### src/ccr_pkg.sv
/*
 * ccr_pkg: constants and carrier types for the comparator control register block.
 * Assumes a 32-bit AXI4-Lite register bus and an 8-bit control register.
 */
package ccr_pkg;
   localparam int          CCR_AW          = 4;
   localparam logic [3:0]  CCR_OFF_CTRL    = 4'h0;
   localparam logic [3:0]  CCR_OFF_STATUS  = 4'h4;
   // control register field positions
   localparam int          CCR_B_ENABLE    = 7;
   localparam int          CCR_B_RESULT    = 6;
   localparam int          CCR_B_PIN_EN    = 5;
   localparam int          CCR_B_INVERT    = 4;
   localparam int          CCR_B_UNUSED    = 3;
   localparam int          CCR_B_SPEED     = 2;
   localparam int          CCR_B_HYST      = 1;
   localparam int          CCR_B_SYNC      = 0;
   localparam logic [7:0]  CCR_WR_MASK     = 8'hB7;
   localparam logic [7:0]  CCR_CTRL_RESET  = 8'h04;
   localparam logic [1:0]  CCR_RESP_OKAY   = 2'h0;
   localparam logic [1:0]  CCR_RESP_SLVERR = 2'h2;

   // settings driven to the analog core
   typedef struct packed {
      logic enable;
      logic speed_power_select;
      logic hysteresis_enable;
      logic inputs_enable;
   } ccr_analog_s;
endpackage : ccr_pkg

### src/ccr_top.sv
/*
 * ccr_top: comparator control register with AXI4-Lite slave, polarity,
 * pin drive gating and timer-one synchronised result.
 * Assumes the raw comparator and timer-one clock inputs are synchronous to aclk.
 */
// The AXI4-Lite slave port and the register offsets are this design's own decisions.
`timescale 1ns/1ps
module ccr_top
   import ccr_pkg::*;
(
   // clock and reset
   input  wire logic              aclk,
   input  wire logic              aresetn,
   // axi4-lite write
   input  wire logic [CCR_AW-1:0] s_axi_awaddr,
   input  wire logic              s_axi_awvalid,
   output logic                   s_axi_awready,
   input  wire logic [31:0]       s_axi_wdata,
   input  wire logic [3:0]        s_axi_wstrb,
   input  wire logic              s_axi_wvalid,
   output logic                   s_axi_wready,
   output logic [1:0]             s_axi_bresp,
   output logic                   s_axi_bvalid,
   input  wire logic              s_axi_bready,
   // axi4-lite read
   input  wire logic [CCR_AW-1:0] s_axi_araddr,
   input  wire logic              s_axi_arvalid,
   output logic                   s_axi_arready,
   output logic [31:0]            s_axi_rdata,
   output logic [1:0]             s_axi_rresp,
   output logic                   s_axi_rvalid,
   input  wire logic              s_axi_rready,
   // analog core and pin
   input  wire logic              raw_compare,
   input  wire logic              pin_direction_latch,
   input  wire logic              timer_one_clk,
   output ccr_analog_s            analog_ctrl,
   output logic                   result_pin_out,
   output logic                   result_pin_oe,
   output logic                   timer_one_result
);
   logic [7:0]        ctrl_r, ctrl_nxt;
   logic              aw_held_r, aw_held_nxt;
   logic              w_held_r, w_held_nxt;
   logic [CCR_AW-1:0] awaddr_r, awaddr_nxt;
   logic [31:0]       wdata_r, wdata_nxt;
   logic              wstrb0_r, wstrb0_nxt;
   logic              bvalid_r, bvalid_nxt;
   logic [1:0]        bresp_r, bresp_nxt;
   logic              rvalid_r, rvalid_nxt;
   logic [1:0]        rresp_r, rresp_nxt;
   logic [31:0]       rdata_r, rdata_nxt;
   logic              result_r, result_nxt;
   logic              tclk_r, tclk_nxt;
   logic              synced_r, synced_nxt;
   logic              pin_out_r, pin_out_nxt;
   logic              comp_level;
   logic              do_write;
   logic [7:0]        ctrl_view;

   // polarity applied to the comparator decision
   assign comp_level = ctrl_r[CCR_B_ENABLE] &
                       (raw_compare ^ ctrl_r[CCR_B_INVERT]);
   assign ctrl_view  = {ctrl_r[7], result_r, ctrl_r[5:4], 1'b0, ctrl_r[2:0]};

   assign s_axi_awready = ~aw_held_r & ~bvalid_r;
   assign s_axi_wready  = ~w_held_r & ~bvalid_r;
   assign s_axi_arready = ~rvalid_r;
   assign do_write      = (aw_held_r | s_axi_awvalid) & (w_held_r | s_axi_wvalid) & ~bvalid_r;

   always_comb begin
      logic [CCR_AW-1:0] wa;
      logic [31:0]       wd;
      logic              ws;
      wa          = aw_held_r ? awaddr_r : s_axi_awaddr;
      wd          = w_held_r ? wdata_r : s_axi_wdata;
      ws          = w_held_r ? wstrb0_r : s_axi_wstrb[0];
      ctrl_nxt    = ctrl_r;
      aw_held_nxt = aw_held_r;
      w_held_nxt  = w_held_r;
      awaddr_nxt  = awaddr_r;
      wdata_nxt   = wdata_r;
      wstrb0_nxt  = wstrb0_r;
      bvalid_nxt  = bvalid_r;
      bresp_nxt   = bresp_r;
      if (s_axi_awvalid && s_axi_awready) begin
         aw_held_nxt = 1'b1;
         awaddr_nxt  = s_axi_awaddr;
      end
      if (s_axi_wvalid && s_axi_wready) begin
         w_held_nxt = 1'b1;
         wdata_nxt  = s_axi_wdata;
         wstrb0_nxt = s_axi_wstrb[0];
      end
      if (do_write) begin
         aw_held_nxt = 1'b0;
         w_held_nxt  = 1'b0;
         bvalid_nxt  = 1'b1;
         bresp_nxt   = CCR_RESP_OKAY;
         if (wa == CCR_OFF_CTRL) begin
            if (ws) begin
               // only writable fields change
               ctrl_nxt = (ctrl_r & ~CCR_WR_MASK) | (wd[7:0] & CCR_WR_MASK);
            end
         end else if (wa != CCR_OFF_STATUS) begin
            bresp_nxt = CCR_RESP_SLVERR;
         end
      end else if (bvalid_r && s_axi_bready) begin
         bvalid_nxt = 1'b0;
      end
   end

   always_comb begin
      rvalid_nxt = rvalid_r;
      rdata_nxt  = rdata_r;
      rresp_nxt  = rresp_r;
      if (s_axi_arvalid && s_axi_arready) begin
         rvalid_nxt = 1'b1;
         rresp_nxt  = CCR_RESP_OKAY;
         case (s_axi_araddr)
            CCR_OFF_CTRL:   rdata_nxt = {24'h000000, ctrl_view};
            CCR_OFF_STATUS: rdata_nxt = {29'h00000000, synced_r, comp_level, result_r};
            default: begin
               rdata_nxt = 32'h00000000;
               rresp_nxt = CCR_RESP_SLVERR;
            end
         endcase
      end else if (rvalid_r && s_axi_rready) begin
         rvalid_nxt = 1'b0;
      end
   end

   // result sampled every clock; sync latch on timer-one falling edge
   always_comb begin
      result_nxt  = comp_level;
      tclk_nxt    = timer_one_clk;
      synced_nxt  = synced_r;
      if (tclk_r && !timer_one_clk) begin
         synced_nxt = comp_level;
      end
      pin_out_nxt = ctrl_r[CCR_B_SYNC] ? synced_r : result_r;
   end

   always_ff @(posedge aclk) begin
      if (!aresetn) begin
         ctrl_r    <= CCR_CTRL_RESET;
         aw_held_r <= 1'b0;
         w_held_r  <= 1'b0;
         awaddr_r  <= '0;
         wdata_r   <= 32'h00000000;
         wstrb0_r  <= 1'b0;
         bvalid_r  <= 1'b0;
         bresp_r   <= CCR_RESP_OKAY;
         rvalid_r  <= 1'b0;
         rresp_r   <= CCR_RESP_OKAY;
         rdata_r   <= 32'h00000000;
         result_r  <= 1'b0;
         tclk_r    <= 1'b0;
         synced_r  <= 1'b0;
         pin_out_r <= 1'b0;
      end else begin
         ctrl_r    <= ctrl_nxt;
         aw_held_r <= aw_held_nxt;
         w_held_r  <= w_held_nxt;
         awaddr_r  <= awaddr_nxt;
         wdata_r   <= wdata_nxt;
         wstrb0_r  <= wstrb0_nxt;
         bvalid_r  <= bvalid_nxt;
         bresp_r   <= bresp_nxt;
         rvalid_r  <= rvalid_nxt;
         rresp_r   <= rresp_nxt;
         rdata_r   <= rdata_nxt;
         result_r  <= result_nxt;
         tclk_r    <= tclk_nxt;
         synced_r  <= synced_nxt;
         pin_out_r <= pin_out_nxt;
      end
   end

   assign s_axi_bvalid = bvalid_r;
   assign s_axi_bresp  = bresp_r;
   assign s_axi_rvalid = rvalid_r;
   assign s_axi_rresp  = rresp_r;
   assign s_axi_rdata  = rdata_r;

   assign analog_ctrl.enable             = ctrl_r[CCR_B_ENABLE];
   assign analog_ctrl.speed_power_select = ctrl_r[CCR_B_SPEED];
   assign analog_ctrl.hysteresis_enable  = ctrl_r[CCR_B_HYST];
   assign analog_ctrl.inputs_enable      = ctrl_r[CCR_B_ENABLE];
   assign result_pin_oe    = ctrl_r[CCR_B_PIN_EN] & ~pin_direction_latch &
                             ctrl_r[CCR_B_ENABLE];
   assign result_pin_out   = pin_out_r;
   assign timer_one_result = pin_out_r;

   // checks
   a_result_polarity: assert property (@(posedge aclk) disable iff (!aresetn)
      (ctrl_r[CCR_B_ENABLE] && !ctrl_r[CCR_B_INVERT] && $stable(ctrl_r))
      |=> result_r == $past(raw_compare))
      else $error("result does not follow comparator");
   a_result_invert: assert property (@(posedge aclk) disable iff (!aresetn)
      (ctrl_r[CCR_B_ENABLE] && ctrl_r[CCR_B_INVERT] && $stable(ctrl_r))
      |=> result_r == !$past(raw_compare))
      else $error("inverted result wrong");
   a_unused_zero: assert property (@(posedge aclk) disable iff (!aresetn)
      !ctrl_view[CCR_B_UNUSED] && !ctrl_r[CCR_B_UNUSED] && !ctrl_r[CCR_B_RESULT])
      else $error("unused or result bit stored");
   a_reset_value: assert property (@(posedge aclk)
      !aresetn |=> ctrl_r == CCR_CTRL_RESET)
      else $error("reset value wrong");
   a_sync_latch: assert property (@(posedge aclk) disable iff (!aresetn)
      (tclk_r && !timer_one_clk) |=> synced_r == $past(comp_level))
      else $error("sync latch missed falling edge");
   a_pin_gate: assert property (@(posedge aclk) disable iff (!aresetn)
      result_pin_oe |-> ctrl_r[CCR_B_PIN_EN] && ctrl_r[CCR_B_ENABLE] && !pin_direction_latch)
      else $error("pin driven without enables");
   a_speed_default: assert property (@(posedge aclk)
      $rose(aresetn) |-> analog_ctrl.speed_power_select)
      else $error("speed not normal after reset");
   a_inputs_off: assert property (@(posedge aclk) disable iff (!aresetn)
      !ctrl_r[CCR_B_ENABLE] |-> !analog_ctrl.inputs_enable ##1 !result_r || ctrl_r[7])
      else $error("inputs active while disabled");
   a_write_fields: assert property (@(posedge aclk) disable iff (!aresetn)
      (do_write && s_axi_awvalid && !aw_held_r && s_axi_awaddr == CCR_OFF_CTRL
       && s_axi_wvalid && !w_held_r && s_axi_wstrb[0])
      |=> ctrl_r == ($past(s_axi_wdata[7:0]) & CCR_WR_MASK))
      else $error("write did not update writable fields");
   c_write: cover property (@(posedge aclk) disable iff (!aresetn) do_write);
   c_read: cover property (@(posedge aclk) disable iff (!aresetn) s_axi_rvalid && s_axi_rready);
   c_pin: cover property (@(posedge aclk) disable iff (!aresetn) result_pin_oe);
   c_sync: cover property (@(posedge aclk) disable iff (!aresetn)
      ctrl_r[CCR_B_SYNC] && tclk_r && !timer_one_clk);
endmodule : ccr_top

### config.mk
export PLATFORM = sky130hd
export DESIGN_NAME = ccr_top
export DESIGN_NICKNAME = d
export VERILOG_FILES = /design/src/ccr_pkg.sv /design/src/ccr_top.sv
export SDC_FILE = /design/constraint.sdc
export NUM_CORES = 1
export LEC_CHECK = 0
export ABC_AREA = 1
export BUFFER_PORTS_ARGS = -buffer_cell sky130_fd_sc_hd__buf_4
export CORE_MARGIN = 5
export CORE_UTILIZATION = 43
export CTS_CLUSTER_DIAMETER = 150
export CTS_CLUSTER_SIZE = 25
export DETAILED_ROUTE_END_ITERATION = 8
export PLACE_DENSITY = 0.79
export SYNTH_ARGS = -nofsm -noshare
export SYNTH_HDL_FRONTEND = slang
export SYNTH_SLANG_ARGS = --single-unit
### constraint.sdc
create_clock -name aclk -period 1.6 [get_ports aclk]
set_input_delay 0.24 -clock aclk [delete_from_list [all_inputs] [get_ports aclk]]
set_output_delay 0.24 -clock aclk [all_outputs]
set_load 0.02 [all_outputs]
-- Word level (Yosys, flattened, before mapping)
Index checks and enable logic that the tools add are counted.
Widths: inputs -> output; s select.
- equal/unequal tests: 2
- muxes and demuxes: 12
- bitwise gates (word level): 17
- reduce and logical (&&, ||, !) cells: 14
- operators with widths (kind ; count):
    $pmux 8 s2 ; 1
    $logic_not 4->1 ; 2
    $mux 8 ; 1
    $or 7x8->8 ; 1
    $and 1x1->1 ; 7
    $logic_and 1x1->1 ; 6
    $mux 1 ; 6
    $mux 2 ; 3
    $not 1->1 ; 6
    $eq 4x3->1 const B ; 1
    $mux 4 ; 1
    $ne 4x3->1 const B ; 1
    $reduce_bool 2->1 ; 2
    $reduce_or 2->1 ; 2
    $reduce_and 3->1 ; 1
    $or 1x1->1 ; 2
    $logic_not 1->1 ; 1
    $xor 1x1->1 ; 1
- flip-flop bits (word level): 65
- input bits: 54
- logic and storage cells: 60

-- Longest topological paths before layout
- depth after elaboration: 4
- gate-level depth with buffers: 10
- gate-level depth less buffers: 8

-- Worst setup path after synthesis
Ideal clock, no wire load.
- path kind: register -> register
- start point: register rvalid_r, in the netlist s_axi_rvalid
- end point: register rdata_r[2], in the netlist s_axi_rdata[2]
- data arrival time: 1200 ps
- required time: 1484 ps
- path slack: 284 ps
- cell stages (with the launch flop): 7
- path buffers: 1
- period minus slack after synthesis: 1316 ps
- cell sequence: dfxtp_1 -> inv_1 -> nand2_1 -> inv_1 -> buf_2 -> o211ai_1 -> inv_1
- longest elaborated chain between the ends: 2
- ends and longest elaborated chain (element ; RTL line ; text):
    start, declared ; ccr_top.sv:50 ; logic rvalid_r, rvalid_nxt;
    start signal, assigned ; ccr_top.sv:170 ; rvalid_r <= rvalid_nxt;
    $not 1->1 ; ccr_top.sv:68 ; assign s_axi_arready = ~rvalid_r;
    via s_axi_arready ; ccr_top.sv:28 ; output logic s_axi_arready,
    $logic_and 1x1->1 ; ccr_top.sv:117 ; if (s_axi_arvalid && s_axi_arready) begin
    end signal, assigned ; ccr_top.sv:172 ; rdata_r <= rdata_nxt;
    end, declared ; ccr_top.sv:52 ; logic [31:0] rdata_r, rdata_nxt;
The timed path passes the listed nets, and every way through them passes these cells.
A chain may end at the register's enable or synchronous reset.

-- Worst setup path after layout
- start point: register w_held_r
- end point: output s_axi_wready
- longest elaborated chain between the ends: 2
- ends and longest elaborated chain (element ; RTL line ; text):
    start, declared ; ccr_top.sv:44 ; logic w_held_r, w_held_nxt;
    start signal, assigned ; ccr_top.sv:164 ; w_held_r <= w_held_nxt;
    $not 1->1 ; ccr_top.sv:67 ; assign s_axi_wready = ~w_held_r & ~bvalid_r;
    $and 1x1->1 ; ccr_top.sv:67 ;
    end, declared ; ccr_top.sv:21 ; output logic s_axi_wready,
No other way between the ends.

==> reports/metrics.yaml <==
path_max_fanout: 7
drc: 0
wl_per_cell_um: 10.5
fin_setup_tns_ns: 0
max_freq_ghz: 0.730
core_sq_mm: 0.00394
place_congestion: 0.818
post-route-period-util_pct: 85.6
drt_iter0_drc: 80
clk_latency_ns: 0.29
yosysWarnings: 0
cts.clk_slew.worst_paths_ns: 0.07
antenna_found_initial: 0
cts_sinks: 34
end_kind: "output pin"
busiest_layer: "met2"
wl_um: 3570
timing.rr.start: "w_held_r$_SDFFE_PP0P_"
synth.top_cell.area_share_pct: 39.5
place_inst: 331
grt_start_max_net_pins: 28
hold_depth: 3
syn_area_sq_mm: 0.00172
cellLeakagePower_uw: 0.00105
synth.largest_area_cell: "dfxtp_1"
fin_skew_ns: 0.00672
clockBufferDepth: 2
hold_viol_final: 0
postRouteAntennaNets: 0
rr_endpoint: "ctrl_r[7]$_SDFFE_PN0P_"
power_density_mw_per_mm2: 981
critical_path_class: "reg -> out"
maxCapViolCount: 0
postSynthAreaPerCell_sq_um: 7.00
vias_per_cell: 4.46
timing.final.max_slew_violations: 0
grt-ovfl-total: 0
min_path_type: "in -> reg"
crit_required_ns: 1.36
post_cts_buffers: 0
fin_area_sq_mm: 0.00204
status: "finished, final reports clean"
yosysUniqueCellTypes: 25
final_nets: 342
num_antenna_cells: 0
vias: 1513
die_area_sq_mm: 0.00537
initial_core_util_pct: 43.7
grt_pass1_vias: 1348
ios: 102
met2_usage_pct: 21.5
ff2ff_setup_slack_ns: 0.25
ys_seq_elements: 34
dieWidth_um: 73.3
vdd_drop_max_mv: 0.359
cts_root_buf: "clkbuf_8"
layout-drive-gt1-share_pct: 22.5
drt_first_pass_iters: 4
layout_min_cycle_time_ns: 1.37
min_to: "tclk_r$_SDFF_PN0_"
rsz0062_at_grt: "false"
use_met1_pct: 16.4
grt.total_usage_pct: 13.8
area_growth_pct: 18.5
grt_first_pass_wirelength_um: 5770
setup_viol: 0
numCtsBuffers: 5
worstHoldStart: "timer_one_clk"
die-height_um: 73.3
cts_tree: "built"
ctsHoldBuffers: 0
final_core_util_pct: 51.8
cts_max_level: 2
netlist_instances: 246
portBuffers: 45
synth.yosys.seq_area_share_pct: 39.5
place_area_sq_mm: 0.00195
cts_resized: 0
layoutNonFillerInstCount: 339
synth.top_cells.by_area: "dfxtp_1 (40%), buf_4 (14%), nand2_1 (11%)"
rows: 23
worstSetupStartpointType: "flip-flop"
grt.met3_usage_pct: 5.06
reg2reg_depth: 8
place_hpwl_um: 2730
cp.arrival_ns: 1.13
## state kept, by name, summed over array words and instances (netlist names), 4 cells and up
name         cells
ctrl_r           6
s_axi_rdata      7
wdata_r          6
awaddr_r         4
## final cells by class
type / instances / area [sq um]
timing repair buffer: 47 / 353
fill: 417 / 1900
multi-input combinational: 177 / 758
clock inverter: 2 / 12.5
clock buffer: 6 / 82.6
sequential: 34 / 681
tap: 50 / 62.6
inverter: 23 / 91.3
## layer usage
metal / share of wire (%) / up-vias
met5: 0 / -
met4: 2.4 / 0
met3: 9.7 / 9
met2: 46 / 52
met1: 42 / 667
li1: - / 785
## worst max-delay path: stages (launching register included)
cell and delay (ns):
dfxtp_1 0.54, nor2_1 0.12, buf_4 0.18
## power breakdown
part	leakage [uW]	internal, uW	switching [uW]	total, uW
clock	0.0000472	346	321	666
sequential	0.000279	903	38.3	941
combinational	0.000719	142	253	396
## synthesized netlist by cell type
library cell   n
clkbuf_1       2
a21oi_1       11
buf_4         32
nand2_1       49
inv_1         21
nand3_1        9
nor2_2         1
nand3_2        1
nor2_1        49
conb_1         1
o21ai_0       18
a31oi_1        1
inv_2          1
nor2_4         1
o21ai_2        1
dfxtp_1       34
buf_6          2
nand4_1        1
o211ai_1       1
o21a_1         1
inv_6          1
nor3_1         2
buf_2          1
clkbuf_8       1
nand2_2        4
## metrics by stage
| step | worst slack (ns) | hold WS, ns | power [uW] |
|---|---|---|---|
| after detailed placement | 0.258 | 0.437 | 1360 |
| after floorplan | 0.284 | 0.333 | 1280 |
| after global placement | 0.265 | 0.431 | 1350 |
| after global routing | 0.135 | 0.139 | 2110 |
| after CTS | 0.229 | 0.129 | 2020 |
| final | 0.230 | 0.137 | 2000 |
## kinds of logic after synthesis
kind of cell	Yosys count	synth area share (%)
simple gates	117	28.0
other cells	1	0.218
buf+inv	61	22.1
compound gates	33	10.2
flops	34	39.5
## layout by cell type (no fill, tap or decap)
cell / count
o21a_1: 1
nor2_1: 49
clkbuf_8: 6
a31oi_1: 1
nand2_1: 49
o21ai_0: 18
inv_2: 1
o211ai_1: 1
nand3_1: 9
inv_1: 21
nand2_2: 4
nor3_1: 2
clkinv_2: 1
dfxtp_1: 34
clkinvlp_4: 1
nor2_4: 1
conb_1: 27
inv_6: 1
o21ai_2: 1
nand3_2: 1
nor2_2: 1
nand4_1: 1
buf_4: 47
a21oi_1: 11
## worst max path at each step
stage,startpoint,endpoint,cells past startpoint
3_5_place_dp,w_held_r$_SDFFE_PP0P_,ctrl_r[4]$_SDFFE_PN0P_,7
5_1_grt,s_axi_rvalid$_SDFFE_PN0P_,s_axi_rdata[0]$_SDFFE_PN0P_,7
3_3_place_gp,w_held_r$_SDFFE_PP0P_,ctrl_r[0]$_SDFFE_PN0P_,7
2_1_floorplan,s_axi_rvalid$_SDFFE_PN0P_,s_axi_rdata[2]$_SDFFE_PN0P_,6
6_report,w_held_r$_SDFFE_PP0P_,s_axi_wready,2
4_1_cts,w_held_r$_SDFFE_PP0P_,s_axi_wready,2
Note: power is estimated with default switching activity, not from simulation.
